**src/bre_consts.vh**
```
// constants for the boundary-run test engine
`ifndef BRE_CONSTS_VH
`define BRE_CONSTS_VH

// ----------------------------------------------------------------
// instruction register
// ----------------------------------------------------------------
`define BRE_IR_W            8
`define BRE_IR_CAPTURE      8'h81
`define BRE_IR_RESET        8'hFF
`define BRE_OP_RUN          8'h09
`define BRE_OP_CTRL_NORMAL  8'h8E
`define BRE_OP_CTRL_TEST    8'h0F
`define BRE_OP_READ_NORMAL  8'h0A
`define BRE_OP_READ_TEST    8'h8B

// ----------------------------------------------------------------
// test-operation control register
// ----------------------------------------------------------------
`define BRE_CTRL_W          3
`define BRE_CTRL_RESET      3'h0
`define BRE_CODE_TOGGLE     2'h0
`define BRE_CODE_PATTERN36  2'h1
`define BRE_CODE_SIGN36     2'h2
`define BRE_CODE_COMBINED   2'h3

// ----------------------------------------------------------------
// boundary cell chain layout
// ----------------------------------------------------------------
`define BRE_CHAIN_W         48
`define BRE_CHAIN_RESET     48'h000000000000
`define BRE_CELL_AB_EN1     47
`define BRE_CELL_AB_EN2     46
`define BRE_CELL_BA_EN1     45
`define BRE_CELL_BA_EN2     44
`define BRE_B_LSB           18
`define BRE_A_LSB           0

// ----------------------------------------------------------------
// feedback taps, maximal length
// ----------------------------------------------------------------
`define BRE_TAP36_HI        35
`define BRE_TAP36_LO        24
`define BRE_TAP18_HI        17
`define BRE_TAP18_LO        10

`endif

```
**src/bre_boundary_run_engine.v**
```verilog
// boundary-run test engine with its tap controller and scan registers
// Summary of operation
// control-register scan puts control register in path; capture leaves it unchanged
// controller loads operation code before issuing the boundary-run instruction
// operation decoded from control bits 2..0, runs only in run-test/idle
// code x00 selects sample inputs and toggle outputs
// x01 selects 36-bit pattern generation, x10 selects 36-bit signature
// 011 gives 18-bit signature plus pattern, 111 signature plus count
// cells 47..36 excluded from algorithms; 47..44 still set output drive
// operations need opposite enables per byte, same direction; else bypass
// toggle mode: input-mode cells capture their pins each rising edge
// toggle mode: output cells invert on rise, drive pins on fall
// 36-bit mode: cells step as LFSR on rise, pins update on fall
// controller scans a seed into the chain before pattern or signature
// an all-zero pattern seed stays zero in both widths
// 36-bit signature folds input pins into the chain each rising edge
// during 36-bit signature output shadow latches hold and keep driving
// combined mode: 18-bit signature on inputs, 18-bit pattern on outputs
// combined count mode: 18-bit signature on inputs, outputs count up
// cell arrangement differs between a-to-b and b-to-a directions
// taps x^36+x^25+1 and x^18+x^11+1, both maximal length
// 18-bit counter adds one per rising edge and wraps to zero
// run instruction 00001001 selects bypass, test mode, runs operation
// an enable cell at zero makes its pins outputs, one makes inputs
`timescale 1ns/1ps
`default_nettype none
`include "bre_consts.vh"

module bre_boundary_run_engine #(
  parameter PORT_W = 18
) (
  input  wire              clk,
  input  wire              reset_n,
  input  wire              tck,
  input  wire              tms,
  input  wire              tdi,
  output reg               tdo,
  output reg               tdoOe,
  input  wire [PORT_W-1:0] aPinIn,
  output reg  [PORT_W-1:0] aPinOut,
  output reg  [PORT_W-1:0] aPinOe,
  input  wire [PORT_W-1:0] bPinIn,
  output reg  [PORT_W-1:0] bPinOut,
  output reg  [PORT_W-1:0] bPinOe,
  output reg               testMode
);

  // ----------------------------------------------------------------
  // tap states
  // ----------------------------------------------------------------
  localparam [3:0] ST_RESET = 4'h0, ST_IDLE = 4'h1, ST_SEL_DR = 4'h2, ST_CAP_DR = 4'h3;
  localparam [3:0] ST_SH_DR = 4'h4, ST_EX1_DR = 4'h5, ST_PA_DR = 4'h6, ST_EX2_DR = 4'h7;
  localparam [3:0] ST_UPD_DR = 4'h8, ST_SEL_IR = 4'h9, ST_CAP_IR = 4'hA, ST_SH_IR = 4'hB;
  localparam [3:0] ST_EX1_IR = 4'hC, ST_PA_IR = 4'hD, ST_EX2_IR = 4'hE, ST_UPD_IR = 4'hF;
  localparam HALF = PORT_W / 2;

  // ----------------------------------------------------------------
  // functions
  // ----------------------------------------------------------------
  // standard tap transition
  function [3:0] tapNext;
    input [3:0] s;
    input       m;
    begin
      case (s)
        ST_RESET:  tapNext = m ? ST_RESET  : ST_IDLE;
        ST_IDLE:   tapNext = m ? ST_SEL_DR : ST_IDLE;
        ST_SEL_DR: tapNext = m ? ST_SEL_IR : ST_CAP_DR;
        ST_CAP_DR: tapNext = m ? ST_EX1_DR : ST_SH_DR;
        ST_SH_DR:  tapNext = m ? ST_EX1_DR : ST_SH_DR;
        ST_EX1_DR: tapNext = m ? ST_UPD_DR : ST_PA_DR;
        ST_PA_DR:  tapNext = m ? ST_EX2_DR : ST_PA_DR;
        ST_EX2_DR: tapNext = m ? ST_UPD_DR : ST_SH_DR;
        ST_UPD_DR: tapNext = m ? ST_SEL_DR : ST_IDLE;
        ST_SEL_IR: tapNext = m ? ST_RESET  : ST_CAP_IR;
        ST_CAP_IR: tapNext = m ? ST_EX1_IR : ST_SH_IR;
        ST_SH_IR:  tapNext = m ? ST_EX1_IR : ST_SH_IR;
        ST_EX1_IR: tapNext = m ? ST_UPD_IR : ST_PA_IR;
        ST_PA_IR:  tapNext = m ? ST_EX2_IR : ST_PA_IR;
        ST_EX2_IR: tapNext = m ? ST_UPD_IR : ST_SH_IR;
        ST_UPD_IR: tapNext = m ? ST_SEL_DR : ST_IDLE;
        default:   tapNext = ST_RESET;
      endcase
    end
  endfunction

  // R19 36-bit step
  // zero seed fixed
  function [35:0] step36;
    input [35:0] r;
    begin
      step36 = {r[34:0], r[`BRE_TAP36_HI] ^ r[`BRE_TAP36_LO]};
    end
  endfunction

  // R19 18-bit step
  function [17:0] step18;
    input [17:0] r;
    begin
      step18 = {r[16:0], r[`BRE_TAP18_HI] ^ r[`BRE_TAP18_LO]};
    end
  endfunction

  // ----------------------------------------------------------------
  // synchronisers and tck edges
  // ----------------------------------------------------------------
  reg [2:0]        tckSyncQ;
  reg [1:0]        tmsSyncQ;
  reg [1:0]        tdiSyncQ;
  reg [PORT_W-1:0] aSync1Q, aSync2Q, bSync1Q, bSync2Q;
  wire             tckRise = tckSyncQ[1] & ~tckSyncQ[2];
  wire             tckFall = ~tckSyncQ[1] & tckSyncQ[2];

  // two flops per pin, third tck flop only for edge finding
  always @(posedge clk) begin
    if (!reset_n) begin
      tckSyncQ <= 3'h7;  // matches an idle-high tck, no false edge after reset
      tmsSyncQ <= 2'h3;
      tdiSyncQ <= 2'h3;
      aSync1Q  <= {PORT_W{1'b0}};
      aSync2Q  <= {PORT_W{1'b0}};
      bSync1Q  <= {PORT_W{1'b0}};
      bSync2Q  <= {PORT_W{1'b0}};
    end else begin
      tckSyncQ <= {tckSyncQ[1:0], tck};
      tmsSyncQ <= {tmsSyncQ[0], tms};
      tdiSyncQ <= {tdiSyncQ[0], tdi};
      aSync1Q  <= aPinIn;
      aSync2Q  <= aSync1Q;
      bSync1Q  <= bPinIn;
      bSync2Q  <= bSync1Q;
    end
  end

  // ----------------------------------------------------------------
  // state and registers
  // ----------------------------------------------------------------
  reg [3:0]              stateQ;
  reg [`BRE_IR_W-1:0]    irShiftQ, irQ;
  reg [`BRE_CTRL_W-1:0]  ctrlQ;
  reg                    bypassQ;
  reg [`BRE_CHAIN_W-1:0] chainQ, shadowQ;

  wire tmsS = tmsSyncQ[1];
  wire tdiS = tdiSyncQ[1];

  // instruction classes
  wire selCtrl  = (irQ == `BRE_OP_CTRL_NORMAL) || (irQ == `BRE_OP_CTRL_TEST);
  wire selChain = (irQ == `BRE_OP_READ_NORMAL) || (irQ == `BRE_OP_READ_TEST);
  wire isRun    = (irQ == `BRE_OP_RUN);

  // enable legality from the enable cells' latches
  wire en1ab = shadowQ[`BRE_CELL_AB_EN1];
  wire en2ab = shadowQ[`BRE_CELL_AB_EN2];
  wire en1ba = shadowQ[`BRE_CELL_BA_EN1];
  wire en2ba = shadowQ[`BRE_CELL_BA_EN2];
  // both bytes must face one way, else a port would be half input, half output
  wire dirOk = (en1ab != en1ba) && (en2ab != en2ba) && (en1ab == en2ab);
  // active-low enable: zero means a-to-b drives b
  wire aToB  = ~en1ab;
  // test mode only with a legal direction
  wire runOk = isRun && dirOk;

  // input and output cells swap with the direction
  wire [17:0] inCells  = aToB ? chainQ[`BRE_A_LSB +: 18] : chainQ[`BRE_B_LSB +: 18];
  wire [17:0] outCells = aToB ? chainQ[`BRE_B_LSB +: 18] : chainQ[`BRE_A_LSB +: 18];
  wire [17:0] inPins   = aToB ? aSync2Q[17:0] : bSync2Q[17:0];

  // decode of the operation code
  wire [1:0] codeLow   = ctrlQ[1:0];
  wire       codeCount = ctrlQ[2];

  // algorithm result for the input and output halves
  reg [17:0] inNext, outNext;
  reg [35:0] wide;

  always @* begin
    wide    = 36'h000000000;
    inNext  = inCells;
    outNext = outCells;
    case (codeLow)
      // sample and toggle
      `BRE_CODE_TOGGLE: begin
        // inputs captured
        inNext  = inPins;
        // outputs inverted
        outNext = ~outCells;
      end
      // R11 36-bit pattern
      `BRE_CODE_PATTERN36: begin
        wide    = step36({outCells, inCells});
        outNext = wide[35:18];
        inNext  = wide[17:0];
      end
      // R14 36-bit signature
      `BRE_CODE_SIGN36: begin
        wide    = step36({outCells, inCells}) ^ {18'h00000, inPins};
        outNext = wide[35:18];
        inNext  = wide[17:0];
      end
      // combined modes
      default: begin
        // R17 18-bit signature
        inNext = step18(inCells) ^ inPins;
        if (codeCount) begin
          // wrapping count
          outNext = outCells + 18'h00001;
        end else begin
          // R16 18-bit pattern
          outNext = step18(outCells);
        end
      end
    endcase
  end

  // ----------------------------------------------------------------
  // rising tck: tap, capture, shift and run
  // ----------------------------------------------------------------
  always @(posedge clk) begin
    if (!reset_n) begin
      stateQ   <= ST_RESET;
      irShiftQ <= `BRE_IR_RESET;
      ctrlQ    <= `BRE_CTRL_RESET;
      bypassQ  <= 1'b0;
      chainQ   <= `BRE_CHAIN_RESET;
    end else if (tckRise) begin
      stateQ <= tapNext(stateQ, tmsS);
      case (stateQ)
        ST_CAP_IR: irShiftQ <= `BRE_IR_CAPTURE;
        ST_SH_IR:  irShiftQ <= {tdiS, irShiftQ[`BRE_IR_W-1:1]};
        // control and chain hold during capture
        ST_CAP_DR: bypassQ <= 1'b0;
        ST_SH_DR: begin
          if (selCtrl) begin
            // control register in the scan path
            ctrlQ <= {tdiS, ctrlQ[`BRE_CTRL_W-1:1]};
          end else if (selChain) begin
            // seed path into the chain
            chainQ <= {tdiS, chainQ[`BRE_CHAIN_W-1:1]};
          end else begin
            bypassQ <= tdiS;
          end
        end
        ST_IDLE: begin
          // run only in idle under the run instruction
          // cells 47..36 are never touched here
          if (runOk) begin
            chainQ[`BRE_A_LSB +: 18] <= aToB ? inNext : outNext;
            chainQ[`BRE_B_LSB +: 18] <= aToB ? outNext : inNext;
          end
        end
        default: irShiftQ <= irShiftQ;
      endcase
    end
  end

  // ----------------------------------------------------------------
  // falling tck: updates, shadow latches, tdo
  // ----------------------------------------------------------------
  always @(posedge clk) begin
    if (!reset_n) begin
      irQ     <= `BRE_IR_RESET;
      shadowQ <= `BRE_CHAIN_RESET;
      tdo     <= 1'b0;
      tdoOe   <= 1'b0;
    end else if (tckFall) begin
      tdoOe <= (stateQ == ST_SH_IR) || (stateQ == ST_SH_DR);
      if (stateQ == ST_SH_IR) begin
        tdo <= irShiftQ[0];
      end else if (selCtrl) begin
        tdo <= ctrlQ[0];
      end else if (selChain) begin
        tdo <= chainQ[0];
      end else begin
        tdo <= bypassQ;
      end
      if (stateQ == ST_RESET) begin
        irQ <= `BRE_IR_RESET;
      end else if (stateQ == ST_UPD_IR) begin
        irQ <= irShiftQ;
      end
      if (stateQ == ST_UPD_DR && selChain) begin
        shadowQ <= chainQ;
      end else if (stateQ == ST_IDLE && runOk && codeLow != `BRE_CODE_SIGN36) begin
        // outputs latched on the fall
        // held while 36-bit signature runs
        if (aToB) begin
          shadowQ[`BRE_B_LSB +: 18] <= chainQ[`BRE_B_LSB +: 18];
        end else begin
          shadowQ[`BRE_A_LSB +: 18] <= chainQ[`BRE_A_LSB +: 18];
        end
      end
    end
  end

  // ----------------------------------------------------------------
  // pin drive
  // ----------------------------------------------------------------
  // outside test mode the normal datapath owns the pins, so release them
  always @(posedge clk) begin
    if (!reset_n) begin
      aPinOut  <= {PORT_W{1'b0}};
      aPinOe   <= {PORT_W{1'b0}};
      bPinOut  <= {PORT_W{1'b0}};
      bPinOe   <= {PORT_W{1'b0}};
      testMode <= 1'b0;
    end else begin
      testMode <= runOk;
      aPinOut  <= shadowQ[`BRE_A_LSB +: PORT_W];
      bPinOut  <= shadowQ[`BRE_B_LSB +: PORT_W];
      // enable cells set each byte's drive
      aPinOe   <= runOk ? {{(PORT_W-HALF){~en2ba}}, {HALF{~en1ba}}} : {PORT_W{1'b0}};
      bPinOe   <= runOk ? {{(PORT_W-HALF){~en2ab}}, {HALF{~en1ab}}} : {PORT_W{1'b0}};
    end
  end

endmodule // bre_boundary_run_engine

`default_nettype wire

```
**config.mk**
```make
export PLATFORM = sky130hd
export DESIGN_NAME = bre_boundary_run_engine
export DESIGN_NICKNAME = d
export VERILOG_FILES = /design/src/bre_boundary_run_engine.v
export VERILOG_INCLUDE_DIRS = /design/src
export SDC_FILE = /design/constraint.sdc
export NUM_CORES = 1
export LEC_CHECK = 0
export ABC_AREA = 1
export BUFFER_PORTS_ARGS = -buffer_cell sky130_fd_sc_hd__buf_2
export CAP_MARGIN = 25
export CORE_MARGIN = 1
export CORE_UTILIZATION = 60
export CTS_CLUSTER_DIAMETER = 150
export CTS_CLUSTER_SIZE = 20
export DETAILED_ROUTE_END_ITERATION = 7
export GPL_ROUTABILITY_DRIVEN = 0
export PLACE_DENSITY = 0.81
export SETUP_SLACK_MARGIN = 0.02
export SKIP_CTS_REPAIR_TIMING = 1
export SLEW_MARGIN = 20
export SYNTH_ARGS = -nofsm -noshare
export SYNTH_HDL_FRONTEND = slang
export SYNTH_SLANG_ARGS = --single-unit
export TNS_END_PERCENT = 5
```
**constraint.sdc**
```tcl
create_clock -name clk -period 3.25 [get_ports clk]
set_clock_uncertainty 0.05 [all_clocks]
set_input_delay 0.325 -clock clk [delete_from_list [all_inputs] [get_ports clk]]
set_output_delay 0.325 -clock clk [all_outputs]
set_load 0.1 [all_outputs]
```
==> flow_summary.ini, run 1 <==
[yosys]
yosys.area.top_type = dfxtp_1
syn_inst = 1635
synth-edff-count = 0
ys_seq_area_frac = 0.416
synth_cell_types = 39
synth.area.top_cells = dfxtp_1 42%, nand2_1 13%, inv_1 8.2%
post-synth-top-area-fraction = 0.416
syn_area_um2 = 11300
synth_area_per_cell_um2 = 6.88
synth_compound_area_frac = 0.162
synth_top_flop_cell = dfxtp_1
synth_xor_area_frac = 0.0117
synth_fa_ha_area_frac = 0.00556
synth-seq-cells = 234
yosys_warnings = 0
synth_nets = 1681
synth_top_family_by_area = simple AND/OR/NAND/NOR gates
muxShareOfSynthArea = 0.0107
yosys.area_share.simple = 0.251
synthArstFlopShare = 0

[place]
portBuffers = 115
hpwl_um = 17100

[floorplanning]
start_util = 0.620
core_area_um2 = 18100
die_x_um = 139
die_height_um = 139
num_io_pins = 116
num_rows = 49
dieArea_um2 = 19300

[grt]
grt_remaining_overflow = 0
antenna_found_initial = 0
grt_first_pass_wirelength_um = 41900
grt_pass1_vias = 8622
grt_max_degree = 131
grt.total_usage = 0.262

[setup_path]
startpoint_type = flip-flop
reg2reg_depth = 8
worstPathCellList = inv_2 -> buf_4 -> o21ai_0 -> xnor2_1 -> o21ai_0 -> or2_1 -> nand3_1 -> a21oi_1
cp_slowest_cell = o21ai_0
critPathRequiredTime_ns = 3.62
crit_top_cell = o21ai_0
worstPathArrival_ns = 2.87
end_kind = flip-flop
crit_path_max_fanout = 36
critical_path_class = reg2reg
cp_slowest_stage_delay_ns = 0.47

[sta]
fin_crit_sh = 0.771
rsz0062_at_grt = no
setup_violations = 0
finalCriticalPeriod_ns = 2.51
max-slew-margin-rel = 0.565
drv_slew = 0
fin_setup_tns_ns = 0
max_freq_mhz = 399
hold_violations = 9
whs_ns = -0.0264
timing_worst_slew_pin_value_ns = 0.651

[layout]
final_cell_mix = 401 x nand2_1, 245 x inv_1, 233 x dfxtp_1
diodes = 0
nNetsFinal = 1743
final_common_cell = nand2_1
final_util = 0.677
seq_area_um2 = 4690
multi_input_area_um2 = 4960
fillers = 1549
syn2layout_area_growth_pct = 9.19
final_layout_size_suffix_gt1_frac = 0.121

[power]
share_seq_of_total_power = 0.601
powerDensity_nw_per_um2 = 397
pwr-share-comb = 0.042
p_clk_frac = 0.357
p_leak_nw = 6.61
power_switching_w = 0.00104
switching_share = 0.214
ir_drop_mv = 0.352
internal_power_w = 0.00383

[cts]
tritoncts = built
h-tree-depth = 1
numClockSinks = 234
clkSlewWorstSetupHoldPaths_ns = 0.09
root_buffer = clkbuf_16
clk_path_buf_depth = 3
cts_buffers = 15
worstSkewPairLatency_ns = 0.50

[min_path]
hold_class = in2reg
hold_depth = 3

[drt]
drc_errors = 5
routed_wl_um = 26100
drt-vias-per-instance = 5.31
via_count = 10200
wl_per_cell_um = 13.5
final_antenna_net_count = 0
dr.pass1.iters = 8
drt_iter0_drc = 1005

[status]
status = finished with violations
violations = design-rule violations, negative hold slack

[job]
maxCapViolCount = 0
## synth_stat cells, types with 8 or more instances
library cell	count
a21oi_1	98
buf_2	17
buf_4	34
clkbuf_1	55
dfxtp_1	234
inv_1	245
mux2i_1	12
nand2_1	401
nand2_2	10
nand2_4	9
nand3_1	71
nand4_1	9
nor2_1	141
nor2_2	8
o211ai_1	15
o21ai_0	129
o21ai_1	18
o21ai_2	11
o221ai_1	9
o22ai_1	30
or2_1	10
or2_2	12
xnor2_1	11
## critical path: cells and delay by family, from the launching register on
kind | cells | cell delay, ns
buffers and inverters | 2 | 0.81
and+or+nand+nor | 2 | 0.24
AOI/OAI and AO/OA | 3 | 0.80
DFF | 1 | 0.37
xor gates and xnor gates | 1 | 0.15
## worst paths after layout
| path | from | end | slack [ns] |
|---|---|---|---|
| worst max register to register | shadowQ[47] | chainQ[25] | 0.74 |
| worst min-delay path | bPinIn[3] | bSync1Q[3] | -0.03 |
| worst min register to register | bSync1Q[0] | bSync2Q[0] | 0.36 |
| worst max-delay path | shadowQ[47] | chainQ[25] | 0.74 |
## final cells by class
| cell class | count | share of cell area |
|---|---|---|
| Tap cell | 229 | 0.0233 |
| Clock inverter | 1 | 0.000713 |
| Clock buffer | 16 | 0.0308 |
| Inverter | 254 | 0.0777 |
| Sequential cell | 234 | 0.381 |
| Timing Repair Buffer | 159 | 0.0822 |
| Multi-Input combinational cell | 1033 | 0.404 |
## power by group through the flow
stage / Combinational (W) / Clock, W / Sequential, W
2_1_floorplan: 0.000114 / 0 / 0.00300
3_3_place_gp: 0.000166 / 0 / 0.00300
3_5_place_dp: 0.000170 / 0 / 0.00300
4_1_cts: 0.000171 / 0.00178 / 0.00293
5_1_grt: 0.000228 / 0.00189 / 0.00294
6_report: 0.000202 / 0.00174 / 0.00293
## sequential cells by signal, indices dropped and copies added (netlist names)
register  cells
stateQ        4
aPinOut      18
bPinOe        2
tdo           1
ctrlQ         3
bSync2Q      18
chainQ       48
tckSyncQ      3
irShiftQ      8
tdiSyncQ      2
testMode      1
aSync2Q      18
tmsSyncQ      2
aPinOe        2
bypassQ       1
aSync1Q      18
irQ           8
tdoOe         1
shadowQ      40
bPinOut      18
bSync1Q      18
## cells by family after synthesis
kind of cell,count (synthesis)
buffers and inverters,368
and+or+nand+nor,676
muxes,12
xor gates and xnor gates,15
AOI/OAI and AO/OA,325
adders and majority gates,5
DFF,234
## metrics by stage
| step | setup WS (ns) | area, µm² | power (W) | cells |
|---|---|---|---|---|
| floorplan | 1.36 | 11300 | 0.00311 | 1635 |
| global placement | 0.888 | 11600 | 0.00316 | 1880 |
| detailed placement | 0.864 | 11600 | 0.00317 | 1880 |
| CTS | 0.826 | 12000 | 0.00489 | 1897 |
| global route | 0.599 | 12300 | 0.00506 | 1926 |
| finish | 0.745 | 12300 | 0.00487 | 1926 |
## per-layer routing
layer	vias to the layer above	global-route usage	part of all wire
met3	57	0.0501	0.098
met2	456	0.396	0.43
met1	4508	0.371	0.44
met4	0	0.0930	0.030
met5	-	0	0
li1	5208	-	-
Power figures use the tool's default switching activity.
==> inputs of run 2 (changes only) <==
--- a/config.mk
+++ b/config.mk
@@ -10,12 +10,12 @@
 export BUFFER_PORTS_ARGS = -buffer_cell sky130_fd_sc_hd__buf_2
 export CAP_MARGIN = 25
 export CORE_MARGIN = 1
-export CORE_UTILIZATION = 60
+export CORE_UTILIZATION = 59
 export CTS_CLUSTER_DIAMETER = 150
 export CTS_CLUSTER_SIZE = 20
 export DETAILED_ROUTE_END_ITERATION = 7
 export GPL_ROUTABILITY_DRIVEN = 0
-export PLACE_DENSITY = 0.81
+export PLACE_DENSITY = 0.8
 export SETUP_SLACK_MARGIN = 0.02
 export SKIP_CTS_REPAIR_TIMING = 1
 export SLEW_MARGIN = 20
==> constraint.sdc (replaced) <==
create_clock -name clk -period 2.45 [get_ports clk]
set_clock_uncertainty 0.05 [all_clocks]
set_input_delay 0.245 -clock clk [delete_from_list [all_inputs] [get_ports clk]]
set_output_delay 0.245 -clock clk [all_outputs]
set_load 0.1 [all_outputs]
==> run 2 against run 1 <==
Compared with the run above: the flow now finishes without violations; maximum frequency up 9.8%; critical path type unchanged; combinational power up 42%; worst setup slack worse by 0.58 ns.
==> flow_summary.ini, run 2 (synthesis gave the netlist of run 1 again) <==
[sta]
rsz0062_at_grt = yes
fin_crit_sh = 0.931
drv_slew = 0
setup_violations = 0
max_freq_mhz = 438
max-slew-margin-rel = 0.517
final.setup.worst_slack_ns = 0.168
finalCriticalPeriod_ns = 2.28
timing_worst_slew_pin_value_ns = 0.717
hold_violations = 0

[place]
dp_cells = 1902
hpwl_um = 17800
portBuffers = 115
dp_slack_ns = 0.191

[setup_path]
end_kind = flip-flop
r2r_slack_ns = 0.17
worstPathCellList = inv_2 -> nand2_1 -> nand2_1 -> ha_1 -> nand3_1 -> inv_1 -> nand2_2 -> clkinv_1 -> nand2_1 -> nand2_1 -> nand3_1 -> nand2_1 -> nand3_1 -> nand2_1 -> a21oi_1
critPathRequiredTime_ns = 2.77
startpoint_type = flip-flop
crit_top_cell = nand2_1
critical_path_class = reg2reg
worst-path-stages = 15
cp_slowest_cell = dfxtp_4
cp_num_buf_inv = 3
reg2reg_depth = 15
crit_path_max_fanout = 16
crit_family = simple AND/OR/NAND/NOR gates
worstPathArrival_ns = 2.60
cp_slowest_stage_delay_ns = 0.39

[cts]
root_buffer = clkbuf_16
h-tree-depth = 1
clkSlewWorstSetupHoldPaths_ns = 0.08
numClockSinks = 234
tritoncts = built
worstSkewPairLatency_ns = 0.49
cts_buffers = 15
clk_path_buf_depth = 3

[min_path]
hold_depth = 3
hold_class = in2reg

[drt]
routed_wl_um = 27200
drt-vias-per-instance = 5.33
via_count = 10400
final_antenna_net_count = 0
drt_iter0_drc = 1010
drc_errors = 0
dr.pass1.iters = 8
wl_per_cell_um = 13.9

[grt]
grt.total_usage = 0.260
grt_pass1_vias = 8597
antenna_found_initial = 0
grt_remaining_overflow = 0
grt_first_pass_wirelength_um = 42100
grt_max_degree = 108

[floorplanning]
die_height_um = 140
dieArea_um2 = 19600
num_rows = 50
die_x_um = 140
core_area_um2 = 18700
start_util = 0.602
num_io_pins = 116

[layout]
fillers = 1598
syn2layout_area_growth_pct = 11.8
largest_register_ffs = 48
top_register = chainQ
reg_top3 = chainQ x48, shadowQ x40
nNetsFinal = 1770
stdcell_count = 1959
final_layout_size_suffix_gt1_frac = 0.130
diodes = 0
final_cell_mix = 401 x nand2_1, 245 x inv_1, 233 x dfxtp_1
final_common_cell = nand2_1

[job]
maxCapViolCount = 0

[power]
powerDensity_nw_per_um2 = 518
p_leak_nw = 6.76
ir_drop_mv = 0.398

[status]
status = finished, final reports clean
[run 2: cell types whose count changed in the layout (fill, tap and decap cells not counted)]
cell	before	now
buf_4	13	26
dlygate4sd3_1	29	39
buf_12	2	6
clkinv_1	4	3
clkinvlp_4	0	1
inv_6	0	1
[run 2: stage by stage]
| step | area [µm²] | total power, W | hold WS, ns | TNS [ns] | utilization |
|---|---|---|---|---|---|
| 3_3_place_gp | 11800 | 0.00420 | 0.344 | 0 | 0.631 |
| 6_report | 12600 | 0.00652 | 0.0526 | 0 | 0.673 |
| 4_1_cts | 12200 | 0.00651 | -0.132 | 0 | 0.652 |
| 2_1_floorplan | 11300 | 0.00413 | 0.293 | 0 | - |
| 3_5_place_dp | 11800 | 0.00420 | 0.347 | 0 | 0.631 |
| 5_1_grt | 12600 | 0.00675 | 0.0445 | -0.0779 | 0.673 |
[run 2: final cells by class]
type,count,area (µm²),share of cell area
Inverter,254,958,0.0762
Tap cell,234,293,0.0233
Sequential cell,234,4690,0.373
Timing Repair Buffer,186,1290,0.102
Clock buffer,16,379,0.0301
Multi-Input combinational cell,1033,4960,0.394
Clock inverter,2,17.5,0.00139
[run 2: where the power goes]
group          switching [W]  internal (W)  total (W)
logic               0.000163      0.000123   0.000286
registers          0.0000222       0.00387    0.00389
clock network        0.00123       0.00112    0.00234
total                0.00141       0.00511    0.00652
[run 2: layer usage]
metal | vias to the layer above | routed length, µm | part of all wire | track usage
li1 | 5267 | - | - | -
met1 | 4631 | 11700 | 0.43 | 0.361
met2 | 462 | 12200 | 0.45 | 0.403
met3 | 85 | 2360 | 0.087 | 0.0468
met4 | 0 | 937 | 0.034 | 0.0972
met5 | - | 0 | 0 | 0
[run 2: worst paths after layout]
| path | from | to |
|---|---|---|
| worst min-delay path | reset_n | chainQ[40] |
| worst max-delay path | shadowQ[47] | chainQ[34] |
| worst max register to register | shadowQ[47] | chainQ[34] |
| worst min register to register | bSync1Q[2] | bSync2Q[2] |
[run 2: worst min-delay path, delay by kind of cell]
family          cells  cell delay [ns]
compound gates      1             0.09
buf+inv             1             0.16
simple gates        1             0.04
